File: src/verilog/pos_pkg.sv
// Purpose: shared constants and types for the presence output sequencer
// Assumes: 10 MHz mclk; times configured in seconds or milliseconds
// Notes:   level codes are byte values already encoded from percentages
package pos_pkg;

	// -----------------------------------------------------------------
	// clock and time base
	// -----------------------------------------------------------------
	localparam int CLK_HZ        = 10000000;         // mclk rate
	localparam int MS_NS         = 1000000;          // one millisecond in ns
	localparam int CLK_NS        = 1000000000 / CLK_HZ;
	localparam int CYC_PER_MS    = MS_NS / CLK_NS;   // cycles in one millisecond
	localparam int MS_PER_S      = 1000;             // milliseconds per second

	// -----------------------------------------------------------------
	// configured time limits
	// -----------------------------------------------------------------
	localparam logic [15:0] CYC_MIN_S   = 16'h000a; // cyclic period floor, 10 s
	localparam logic [15:0] STAGE_MIN_S = 16'h0005; // stage stay floor, 5 s
	localparam logic [15:0] LIGHT_MIN_S = 16'h000a; // light-on floor, 10 s
	localparam logic [15:0] TIME_MAX_S  = 16'hffff; // 18:12:15 ceiling
	localparam logic [15:0] SAFE_MIN_MS = 16'h0064; // safety floor, 0.100 s
	localparam logic [15:0] SAFE_MAX_MS = 16'hea5f; // safety ceiling, 59.999 s
	localparam logic [15:0] CYC_DEF_S   = 16'h001e; // default cyclic period, 30 s

	// -----------------------------------------------------------------
	// value encodings
	// -----------------------------------------------------------------
	localparam logic [7:0] LEVEL_FULL = 8'hff;  // 100 %
	localparam logic [7:0] LEVEL_99   = 8'hfc;  // 99 %
	localparam logic [7:0] LEVEL_OFF  = 8'h00;  // 0 %, off code

	// send selection
	typedef enum logic [1:0] {
		POS_SEND_BOTH,
		POS_SEND_ON,
		POS_SEND_OFF
	} pos_send_t;

	// static configuration bundle
	typedef struct packed {
		pos_send_t   send_sel;    // which edges produce telegrams
		logic        byte_mode;   // 0: 1-bit value, 1: 1-byte value
		logic [7:0]  on_val;      // switch-on value (bit 0 in 1-bit mode)
		logic [7:0]  off_val;     // switch-off value
		logic        on_cyclic;   // repeat switch-on value
		logic        off_cyclic;  // repeat switch-off value
		logic [15:0] cyc_s;       // cyclic period, seconds
		logic        three_stage; // dim down through A, B, C
		logic [15:0] stay_a_s;    // stage stay times, seconds
		logic [15:0] stay_b_s;
		logic [15:0] stay_c_s;
		logic [7:0]  lvl_a;       // stage levels, byte codes
		logic [7:0]  lvl_b;
		logic [7:0]  lvl_c;
		logic [15:0] light_s;     // light-on delay, seconds
		logic [15:0] safe_ms;     // safety time, milliseconds
	} pos_cfg_t;

	// outgoing telegram
	typedef struct packed {
		logic       byte_mode;    // width of the value
		logic [7:0] value;        // value, bit 0 only in 1-bit mode
	} pos_tel_t;

endpackage : pos_pkg

File: src/verilog/pos_tick.sv
// Purpose: millisecond and second tick generator
// Assumes: mclk at the package rate
// Notes:   ticks are one-cycle pulses; seconds are aligned to millisecond ticks
`timescale 1ns/1ns
module pos_tick
	import pos_pkg::*;
#(
	parameter int TICK_DIV = CYC_PER_MS  // mclk cycles per millisecond tick
)
(
	// clock and reset
	input  wire logic mclk,
	input  wire logic rstn,
	// ticks
	output logic      tick_ms,
	output logic      tick_s
);

	// -----------------------------------------------------------------
	// dividers
	// -----------------------------------------------------------------
	logic [15:0] cyc_cnt;   // cycles inside a millisecond
	logic [9:0]  ms_cnt;    // milliseconds inside a second

	// millisecond divider
	always_ff @(posedge mclk or negedge rstn) begin
		if (!rstn) begin
			cyc_cnt <= 16'h0000;
			tick_ms <= 1'b0;
		end else if (cyc_cnt == 16'(TICK_DIV - 1)) begin
			cyc_cnt <= 16'h0000;
			tick_ms <= 1'b1;
		end else begin
			cyc_cnt <= cyc_cnt + 16'h0001;
			tick_ms <= 1'b0;
		end
	end

	// second divider, counts millisecond ticks
	always_ff @(posedge mclk or negedge rstn) begin
		if (!rstn) begin
			ms_cnt <= 10'h000;
			tick_s <= 1'b0;
		end else if (cyc_cnt == 16'(TICK_DIV - 1) && ms_cnt == 10'(MS_PER_S - 1)) begin
			ms_cnt <= 10'h000;
			tick_s <= 1'b1;
		end else begin
			if (cyc_cnt == 16'(TICK_DIV - 1))
				ms_cnt <= ms_cnt + 10'h001;
			tick_s <= 1'b0;
		end
	end

endmodule : pos_tick

File: src/verilog/pos_seq.sv
// Purpose: presence output sequencer: motion events to switch telegrams
// Assumes: motion input is asynchronous; cfg is static, tel_ready from mclk logic
// Notes:   time limits are clamped; seconds count at one-second ticks
`timescale 1ns/1ns
module pos_seq
	import pos_pkg::*;
#(
	parameter int TICK_DIV = CYC_PER_MS  // cycles per millisecond; lower only to shorten runs
)
(
	// clock and reset
	input  wire logic     mclk,
	input  wire logic     rstn,
	// configuration
	input  wire pos_cfg_t cfg,
	// sensor side
	input  wire logic     motion,     // raw detector level, async
	// telegram output
	output pos_tel_t      tel,        // registered telegram content
	output logic          tel_valid,  // telegram pending
	input  wire logic     tel_ready,  // bus side takes the telegram
	// status
	output logic          light_on,   // output currently in on, hold or a stage
	output logic [1:0]    stage       // 0 none, 1 A, 2 B, 3 C
);

	// -----------------------------------------------------------------
	// state
	// -----------------------------------------------------------------
	typedef enum logic [2:0] {
		S_IDLE,    // off, detection armed
		S_ON,      // motion present
		S_HOLD,    // light-on delay running
		S_STG_A,
		S_STG_B,
		S_STG_C,
		S_SAFE     // safety time, detection ignored
	} pos_state_t;

	pos_state_t  state;        // sequencer state
	logic        mot_m;        // synchroniser first stage
	logic        mot_s;        // synchronised motion
	logic        tick_ms;      // one-millisecond pulse
	logic        tick_s;       // one-second pulse
	logic [15:0] tmr;          // state timer, seconds or ms
	logic [15:0] cyc_tmr;      // cyclic repeat timer, seconds
	logic        cyc_en;       // current value repeats
	logic [15:0] light_lim;    // clamped light-on delay
	logic [15:0] safe_lim;     // clamped safety time
	logic [15:0] cyc_lim;      // clamped cyclic period
	logic [15:0] stay_lim [3]; // clamped stage stay times

	// -----------------------------------------------------------------
	// time base and clamping
	// -----------------------------------------------------------------
	pos_tick #(
		.TICK_DIV (TICK_DIV)
	) pos_tick_i (
		.mclk    (mclk),
		.rstn    (rstn),
		.tick_ms (tick_ms),
		.tick_s  (tick_s)
	);

	// out-of-range settings are pulled to the nearest limit, not rejected
	function automatic logic [15:0] clamp(input logic [15:0] v, input logic [15:0] lo,
	                                     input logic [15:0] hi);
		clamp = (v < lo) ? lo : ((v > hi) ? hi : v);
	endfunction : clamp

	assign light_lim   = clamp(cfg.light_s, LIGHT_MIN_S, TIME_MAX_S);
	assign safe_lim    = clamp(cfg.safe_ms, SAFE_MIN_MS, SAFE_MAX_MS);
	assign cyc_lim     = clamp(cfg.cyc_s, CYC_MIN_S, TIME_MAX_S);
	assign stay_lim[0] = clamp(cfg.stay_a_s, STAGE_MIN_S, TIME_MAX_S);
	assign stay_lim[1] = clamp(cfg.stay_b_s, STAGE_MIN_S, TIME_MAX_S);
	assign stay_lim[2] = clamp(cfg.stay_c_s, STAGE_MIN_S, TIME_MAX_S);

	// -----------------------------------------------------------------
	// motion synchroniser
	// -----------------------------------------------------------------
	always_ff @(posedge mclk or negedge rstn) begin
		if (!rstn) begin
			mot_m <= 1'b0;
			mot_s <= 1'b0;
		end else begin
			mot_m <= motion;
			mot_s <= mot_m;
		end
	end

	// -----------------------------------------------------------------
	// send requests
	// -----------------------------------------------------------------
	logic       send_req;   // a telegram is to be queued this cycle
	logic [7:0] send_val;   // its raw value
	logic       send_cyc;   // whether it repeats afterwards
	pos_state_t next_state; // state after this cycle
	logic       tmr_load;   // restart state timer
	logic       tmr_done;   // state timer reached its limit
	logic [15:0] tmr_lim;   // limit for the current state

	// limit for the running timer; safety counts in ms, the rest in s
	always_comb begin
		unique case (state)
			S_HOLD:  tmr_lim = light_lim;
			S_STG_A: tmr_lim = stay_lim[0];
			S_STG_B: tmr_lim = stay_lim[1];
			S_STG_C: tmr_lim = stay_lim[2];
			S_SAFE:  tmr_lim = safe_lim;
			default: tmr_lim = TIME_MAX_S;
		endcase
	end

	assign tmr_done = (tmr >= tmr_lim);

	// next state and telegram decision
	always_comb begin
		next_state = state;
		send_req   = 1'b0;
		send_val   = LEVEL_OFF;
		send_cyc   = 1'b0;
		tmr_load   = 1'b0;
		unique case (state)
			S_IDLE: begin
				if (mot_s) begin
					next_state = S_ON;
					send_req   = (cfg.send_sel != POS_SEND_OFF);
					send_val   = cfg.on_val;
					send_cyc   = cfg.on_cyclic;
				end
			end
			S_ON: begin
				if (!mot_s) begin
					next_state = S_HOLD;
					tmr_load   = 1'b1;
				end
			end
			S_HOLD: begin
				if (mot_s) begin
					next_state = S_ON;
				end else if (tmr_done) begin
					tmr_load = 1'b1;
					if (cfg.three_stage) begin
						next_state = S_STG_A;
						send_req   = 1'b1;
						send_val   = cfg.lvl_a;
					end else begin
						next_state = S_SAFE;
						send_req   = (cfg.send_sel != POS_SEND_ON);
						send_val   = cfg.off_val;
						send_cyc   = cfg.off_cyclic;
					end
				end
			end
			S_STG_A, S_STG_B, S_STG_C: begin
				if (mot_s) begin
					next_state = S_ON;
					send_req   = (cfg.send_sel != POS_SEND_OFF);
					send_val   = cfg.on_val;
					send_cyc   = cfg.on_cyclic;
				end else if (tmr_done) begin
					tmr_load = 1'b1;
					send_req = 1'b1;
					if (state == S_STG_A) begin
						next_state = S_STG_B;
						send_val   = cfg.lvl_b;
					end else if (state == S_STG_B) begin
						next_state = S_STG_C;
						send_val   = cfg.lvl_c;
					end else begin
						next_state = S_SAFE;
						send_req   = (cfg.send_sel != POS_SEND_ON);
						send_val   = cfg.off_val;
						send_cyc   = cfg.off_cyclic;
					end
				end
			end
			S_SAFE: begin
				if (tmr_done)
					next_state = S_IDLE;
			end
			default: next_state = S_IDLE;
		endcase
	end

	// -----------------------------------------------------------------
	// state and timers
	// -----------------------------------------------------------------
	always_ff @(posedge mclk or negedge rstn) begin
		if (!rstn)
			state <= S_IDLE;
		else
			state <= next_state;
	end

	// state timer; safety ticks in ms, everything else in seconds
	always_ff @(posedge mclk or negedge rstn) begin
		if (!rstn)
			tmr <= 16'h0000;
		else if (tmr_load)
			tmr <= 16'h0000;
		else if (((state == S_SAFE) ? tick_ms : tick_s) && !tmr_done)
			tmr <= tmr + 16'h0001;
	end

	// a switch event ends the old value's repeat even when send_sel keeps it quiet;
	// hold and the return to idle keep the current value repeating
	logic sw_event; // switch-on or switch-off event this cycle
	assign sw_event = (next_state != state) &&
	                  ((next_state == S_ON && state != S_HOLD) || (next_state == S_SAFE));

	// cyclic repeat; any new value replaces and restarts it
	always_ff @(posedge mclk or negedge rstn) begin
		if (!rstn) begin
			cyc_en  <= 1'b0;
			cyc_tmr <= 16'h0000;
		end else if (send_req || sw_event) begin
			cyc_en  <= send_req && send_cyc;
			cyc_tmr <= 16'h0000;
		end else if (cyc_en && tick_s) begin
			cyc_tmr <= (cyc_tmr + 16'h0001 >= cyc_lim) ? 16'h0000 : cyc_tmr + 16'h0001;
		end
	end

	// -----------------------------------------------------------------
	// telegram register
	// -----------------------------------------------------------------
	logic cyc_fire; // period elapsed on a repeating value
	assign cyc_fire = cyc_en && tick_s && (cyc_tmr + 16'h0001 >= cyc_lim) && !send_req;

	// a pending telegram is overwritten by a newer one: only the latest value matters
	always_ff @(posedge mclk or negedge rstn) begin
		if (!rstn) begin
			tel       <= '0;
			tel_valid <= 1'b0;
		end else if (send_req) begin
			tel.byte_mode <= cfg.byte_mode;
			tel.value     <= cfg.byte_mode ? send_val : {7'h00, send_val[0]};
			tel_valid     <= 1'b1;
		end else if (cyc_fire) begin
			tel_valid <= 1'b1;
		end else if (tel_ready) begin
			tel_valid <= 1'b0;
		end
	end

	// -----------------------------------------------------------------
	// status
	// -----------------------------------------------------------------
	always_ff @(posedge mclk or negedge rstn) begin
		if (!rstn) begin
			light_on <= 1'b0;
			stage    <= 2'h0;
		end else begin
			light_on <= (next_state != S_IDLE) && (next_state != S_SAFE);
			stage    <= (next_state == S_STG_A) ? 2'h1 :
			            (next_state == S_STG_B) ? 2'h2 :
			            (next_state == S_STG_C) ? 2'h3 : 2'h0;
		end
	end

endmodule : pos_seq

File: config.mk
export PLATFORM = sky130hd
export DESIGN_NAME = pos_seq
export DESIGN_NICKNAME = d
export VERILOG_FILES = /design/src/verilog/pos_pkg.sv /design/src/verilog/pos_tick.sv /design/src/verilog/pos_seq.sv
export SDC_FILE = /design/constraint.sdc
export NUM_CORES = 1
export LEC_CHECK = 0
export BUFFER_PORTS_ARGS = -buffer_cell sky130_fd_sc_hd__buf_2
export CAP_MARGIN = 30
export CORE_MARGIN = 3
export CORE_UTILIZATION = 59
export DETAILED_ROUTE_END_ITERATION = 10
export PLACE_DENSITY = 0.87
export SLEW_MARGIN = 30
export SYNTH_ARGS = -nofsm -noshare
export SYNTH_HDL_FRONTEND = slang
export SYNTH_SLANG_ARGS = --single-unit
File: constraint.sdc
create_clock -name mclk -period 9.77 [get_ports mclk]
set_clock_uncertainty 0.1 [all_clocks]
set_input_delay 1.954 -clock mclk [delete_from_list [all_inputs] [get_ports mclk]]
set_output_delay 1.954 -clock mclk [all_outputs]
set_load 0.01 [all_outputs]
# Word level (Yosys, flattened, before mapping)
# Cells that the tools add are included.
# totals
ff_bits	79
latch_bits	0
mem_bits_rw	0
mem_bits_ro	0
inputBits	146
output_inout_bits	13
elab_cells	145
memories	0
# classes
add_sub_neg	4
mul	0
n_div	0
magnitude_cmp	14
eq_ne	18
n_shift	0
muxes	73
bitwise_logic	0
n_reduce_logical	21
# op_table
op	n
16-bit 2-to-1 mux	18
16-bit > comparator (second input constant)	6
16-bit one-hot mux with 5 select lines	1
8-bit 2-to-1 mux	9
16-bit by 1-bit adder with 16-bit output (second input constant)	3
16-bit by 3-bit less-than comparator with 1-bit output (second input constant)	3
16-bit greater-or-equal comparator	2
16-bit by 4-bit less-than comparator with 1-bit output (second input constant)	2
1-bit 2-to-1 mux	25
3-bit 2-to-1 mux	8
8-bit one-hot mux with 3 select lines	1
10-bit 2-to-1 mux	2
3-bit == test (second input constant)	6
16-bit by 14-bit == test with 1-bit output (second input constant)	1
16-bit by 7-bit less-than comparator with 1-bit output (second input constant)	1
3-bit one-hot mux with 5 select lines	1
10-bit by 1-bit adder with 10-bit output (second input constant)	1
10-bit == test (second input constant)	1
2-bit 2-to-1 mux	5
3-bit by 2-bit == test with 1-bit output (second input constant)	3
1-bit logical AND	9
3-bit by 1-bit == test with 1-bit output (second input constant)	2
1-bit one-hot mux with 3 select lines	2
2-bit nonzero test	3
other kinds (12)	15

# Depth between registers and ports, before layout
# depth
ltp_word	14
mapped_depth	17
mapped_depth_nobuf	13

# By module
# From an unflattened synthesis, not the netlist that was laid out.
# hier_totals
hier_cells	756
hier_area_um2	6407.4
# modules_own_cells
module	n_inst	cells_per_inst	area_each_um2	seq_area_each_um2
pos_seq	1	619	4993.5	1276.2
pos_tick	1	137	1413.9	700.7

# Worst setup path after synthesis
# Ideal clock, no wire load.
# synth_timing
path_kind	input -> register
start	input cfg[4] (netlist name)
end	register tel[8] (netlist name)
setup_ps	125
arrival_ps	4969
required_ps	9545
path_slack_ps	4576
path_stages	15
n_path_buf	2
path_cell_list	o311ai_0 > nand3_1 > nor4_1 > nor2b_1 > nor2b_1 > a21oi_1 > ha_1 > nand4_1 > or3_1 > a221o_1 > buf_2 > nand3_1 > a22o_1 > buf_4 > mux2_2
# synth_via
elab_chain_cells	8
elab_cells_between_ends	11
classes_between	order compare: 3; mux: 8
# synth_rtl
element	line_no	text
start, declared	pos_seq.sv:15	input wire pos_cfg_t cfg,
16-bit > comparator	pos_seq.sv:68	clamp = (v < lo) ? lo : ((v > hi) ? hi : v);
16-bit 2-to-1 mux	pos_seq.sv:68	
16-bit 2-to-1 mux *	pos_seq.sv:68	
16-bit one-hot mux with 5 select lines *	pos_seq.sv:104	unique case (state)
16-bit greater-or-equal comparator *	pos_seq.sv:114	assign tmr_done = (tmr >= tmr_lim);
1-bit 2-to-1 mux, on equally long branches	pos_seq.sv:161, pos_seq.sv:141	
1-bit 2-to-1 mux, on equally long branches	pos_seq.sv:156, pos_seq.sv:139	
1-bit one-hot mux with 3 select lines *	pos_seq.sv:123	unique case (state)
end, declared	pos_seq.sv:19	output pos_tel_t tel,
# Every way passes the cells marked *; elsewhere a longest branch is shown, timed or not.
# A chain may end at the register's enable or synchronous reset.

# Final worst setup path
# layout_timing
start	input cfg[4] (netlist name)
end	register tel[1] (netlist name)
# layout_via
elab_chain_cells	9
elab_cells_between_ends	17
classes_between	order compare: 3; mux: 14
# layout_rtl
element	line_no	text
16-bit > comparator	pos_seq.sv:68	
16-bit 2-to-1 mux	pos_seq.sv:68	
16-bit 2-to-1 mux *	pos_seq.sv:68	
16-bit one-hot mux with 5 select lines *	pos_seq.sv:104	
16-bit greater-or-equal comparator *	pos_seq.sv:114	
8-bit 2-to-1 mux, on equally long branches	pos_seq.sv:161, pos_seq.sv:141	
8-bit 2-to-1 mux, on equally long branches	pos_seq.sv:156, pos_seq.sv:139	
8-bit one-hot mux with 3 select lines	pos_seq.sv:123	
8-bit 2-to-1 mux	pos_seq.sv:238	tel.value <= cfg.byte_mode ? send_val : {7'h00, send_val[0]};
# Marked as above.

==> out/metrics.yaml <==
status:
  status: "finished clean"
placement:
  gp_congestion: 0.957
  portBuffers: 158
  dp_hpwl_um: 14600
clock_tree:
  clock_latency_ns: 0.36
  root_buffer: "clkbuf_8"
  cts_setup_buffers: 0
  clkTransAtPathRegs_ns: 0.09
  hold_buffers: 0
  cts_buffer_depth: 2
  cts.sinks: 79
  h-tree-depth: 3
  cts_resized: 0
  cts_buffers: 9
  tritoncts: "done"
timing:
  min_period_ns: 5.87
  finalCritPeriodShare_pct: 60.1
  fin_tns_setup_ns: 0
  grt_setup_unrepaired: "false"
  finalHoldViolCount: 0
  finalMaxSlewViolations: 0
  tightestPinTransition_ns: 0.977
  slew_headroom_pct: 34.7
  max_freq_mhz: 170
  setup_viol: 0
global_route:
  grt.total_usage_pct: 30.9
  busiest_layer: "met2"
  met1_usage_pct: 40.5
  global_route.usage.met3_pct: 6.00
  grt_max_degree: 80
  antenna_found_initial: 0
  grt_pass1_wl_um: 32000
  grt_pass1_vias: 6521
  overflow: 0
  grt_util_met2_pct: 51.8
power:
  switching_power_w: 0.000221
  vdd.ir_drop.worst_mv: 0.0812
  p_leak_nw: 3.57
  seq_power_share_pct: 44.0
  clock_power_share_pct: 36.5
  combPwrFrac_pct: 19.4
  powerDensity_nw_per_um2: 101
  intPower_w: 0.000548
  switching_share_pct: 28.7
logic_synthesis:
  synthCells: 787
  syn-cell-area_um2: 6520
  ys_seq_area_share_pct: 30.3
  ys_ff_latch: 79
  yosysWarnings: 0
  yosysTopAreaCell: "dfrtp_1"
  async_flop_share_pct: 100
  yosysTopAreaCellShare_pct: 30.3
  synth.distinct_cells: 71
  synth_area_leaders: "dfrtp_1, ha_1, nor2_1, o21ai_0, nand2_1"
  ys.flop_type: "dfrtp_1"
  avgSynthCellArea_um2: 8.28
  syn-num-nets: 969
  synth_edf_count: 0
floorplan:
  die_area_um2: 12300
  fp.dieW_um: 111
  pin_count: 159
  die_h_um: 111
  initial_core_util_pct: 61.7
  core_um2: 10600
  fp-row-count: 37
setup_path:
  crit_fanout: 13
  critPathKind: "in -> reg"
  worstSetupEndpointType: "flip-flop"
  max_stage_delay_ns: 0.55
  cpMaxStageDelayCell: "a22o_1"
  startpoint_type: "primary input"
  cp.required_ns: 9.92
  crit_arrival_ns: 6.01
  cp_cell_sequence: "buf_2, o311ai_0, nand3_1, nor4_1, nor2b_1, nor2b_1, a21oi_1, ha_1, nand4_1, or3_1, a221o_1, nand3_1, a22o_1, mux2_2"
finish:
  drive_above_1_share_pct: 22.8
  final_common_cell: "buf_2"
  n_antenna_cell: 0
  post-route-util_pct: 71.8
  syn2layout_area_growth_pct: 16.3
  nets: 1102
  final_cell_mix: "buf_2, dfrtp_1, nor2_1"
route:
  dr.first_iter.drc_count: 796
  ant_nets: 0
  viasPerCell: 6.45
  wirelength_um: 19500
  wire_per_inst_um: 18.3
  drc_errors: 0
  dr.pass1.iters: 5
  vias: 6843
run:
  maxCapViolCount: 0
min_path:
  hp-class: "reg -> reg"
[critical path, delay by kind of cell]
kind / cells / cell delay [ns]
adder cells (fa/ha/maj): 1 / 0.15
AND/OR/NAND/NOR: 7 / 1.96
multiplexers: 1 / 0.40
AO/OA/AOI/OAI: 4 / 1.44
buffers and inverters: 1 / 0.11
[synthesized netlist by cell type (14+ instances only)]
| master | number |
|---|---|
| dfrtp_1 | 79 |
| mux2i_1 | 14 |
| nand3_1 | 31 |
| clkbuf_1 | 25 |
| o21ai_0 | 51 |
| nand2_1 | 63 |
| ha_1 | 36 |
| xor2_1 | 27 |
| a21oi_1 | 47 |
| xnor2_1 | 25 |
| nand4_1 | 32 |
| nor3_1 | 16 |
| nor4_1 | 24 |
| nor2_1 | 75 |
| inv_1 | 29 |
[power by group through the flow]
| stage | registers [W] | clock network (W) | logic [W] |
|---|---|---|---|
| 3_5_place_dp | 0.000345 | 0 | 0.000146 |
| 2_1_floorplan | 0.000343 | 0 | 0.0000785 |
| 6_report | 0.000338 | 0.000281 | 0.000149 |
| 4_1_cts | 0.000338 | 0.000286 | 0.000146 |
| 5_1_grt | 0.000339 | 0.000302 | 0.000164 |
| 3_3_place_gp | 0.000344 | 0 | 0.000143 |
[final timing paths]
kind                           from                endpoint  slack [ns]  cells past startpoint
hold / removal                mot_m                   mot_s        0.26                      0
min in group asynchronous      rstn  pos_tick_i.cyc_cnt[12]        1.51                      1
hold reg to reg               mot_m                   mot_s        0.26                      0
setup / recovery             cfg[4]                  tel[1]        3.90                     14
max in group asynchronous      rstn                 tmr[14]        7.58                      1
setup reg to reg           state[1]                  tel[1]        4.87                     11
[sequential cells by signal (all words and copies together), names as in the netlist, 2 cells and up]
signal	flops
tel	9
stage	2
tmr	16
pos_tick_i.cyc_cnt	16
cyc_tmr	16
state	3
pos_tick_i.ms_cnt	10
[metal layers]
metal / wire, µm / vias up
li1: - / 3213
met1: 7890 / 3203
met2: 9350 / 377
met3: 1720 / 50
met4: 500 / 0
met5: 0 / -
[metrics by stage]
step,instances,hold slack (ns),setup slack [ns],total power (W),cell area (µm²)
3_5_place_dp,1044,0.243,3.64,0.000490,7340
2_1_floorplan,787,0.231,4.58,0.000422,6520
6_report,1061,0.260,3.90,0.000769,7580
5_1_grt,1061,0.260,3.70,0.000806,7580
3_3_place_gp,1043,0.234,3.77,0.000487,7330
4_1_cts,1060,0.261,4.01,0.000771,7560
[logic make-up (layout without fill, tap and decap cells)]
logic type / after synthesis / after routing / share of synthesized area (%)
adders and majority gates: 36 / 36 / 6.91
AOI/OAI and AO/OA: 211 / 211 / 22.1
xor gates and xnor gates: 52 / 52 / 6.99
DFF: 79 / 79 / 30.3
and+or+nand+nor: 310 / 310 / 24.8
buffers and inverters: 73 / 211 / 4.65
muxes: 26 / 26 / 4.22
[area by class of cell]
cell class | count | area (µm²)
multi-input combinational | 635 | 4240
fill | 826 | 2970
sequential | 79 | 1980
timing repair buffer | 165 | 850
tap | 136 | 170
clock buffer | 11 | 141
inverter | 30 | 113
clock inverter | 5 | 86.3
(Power assumes the default switching activity.)
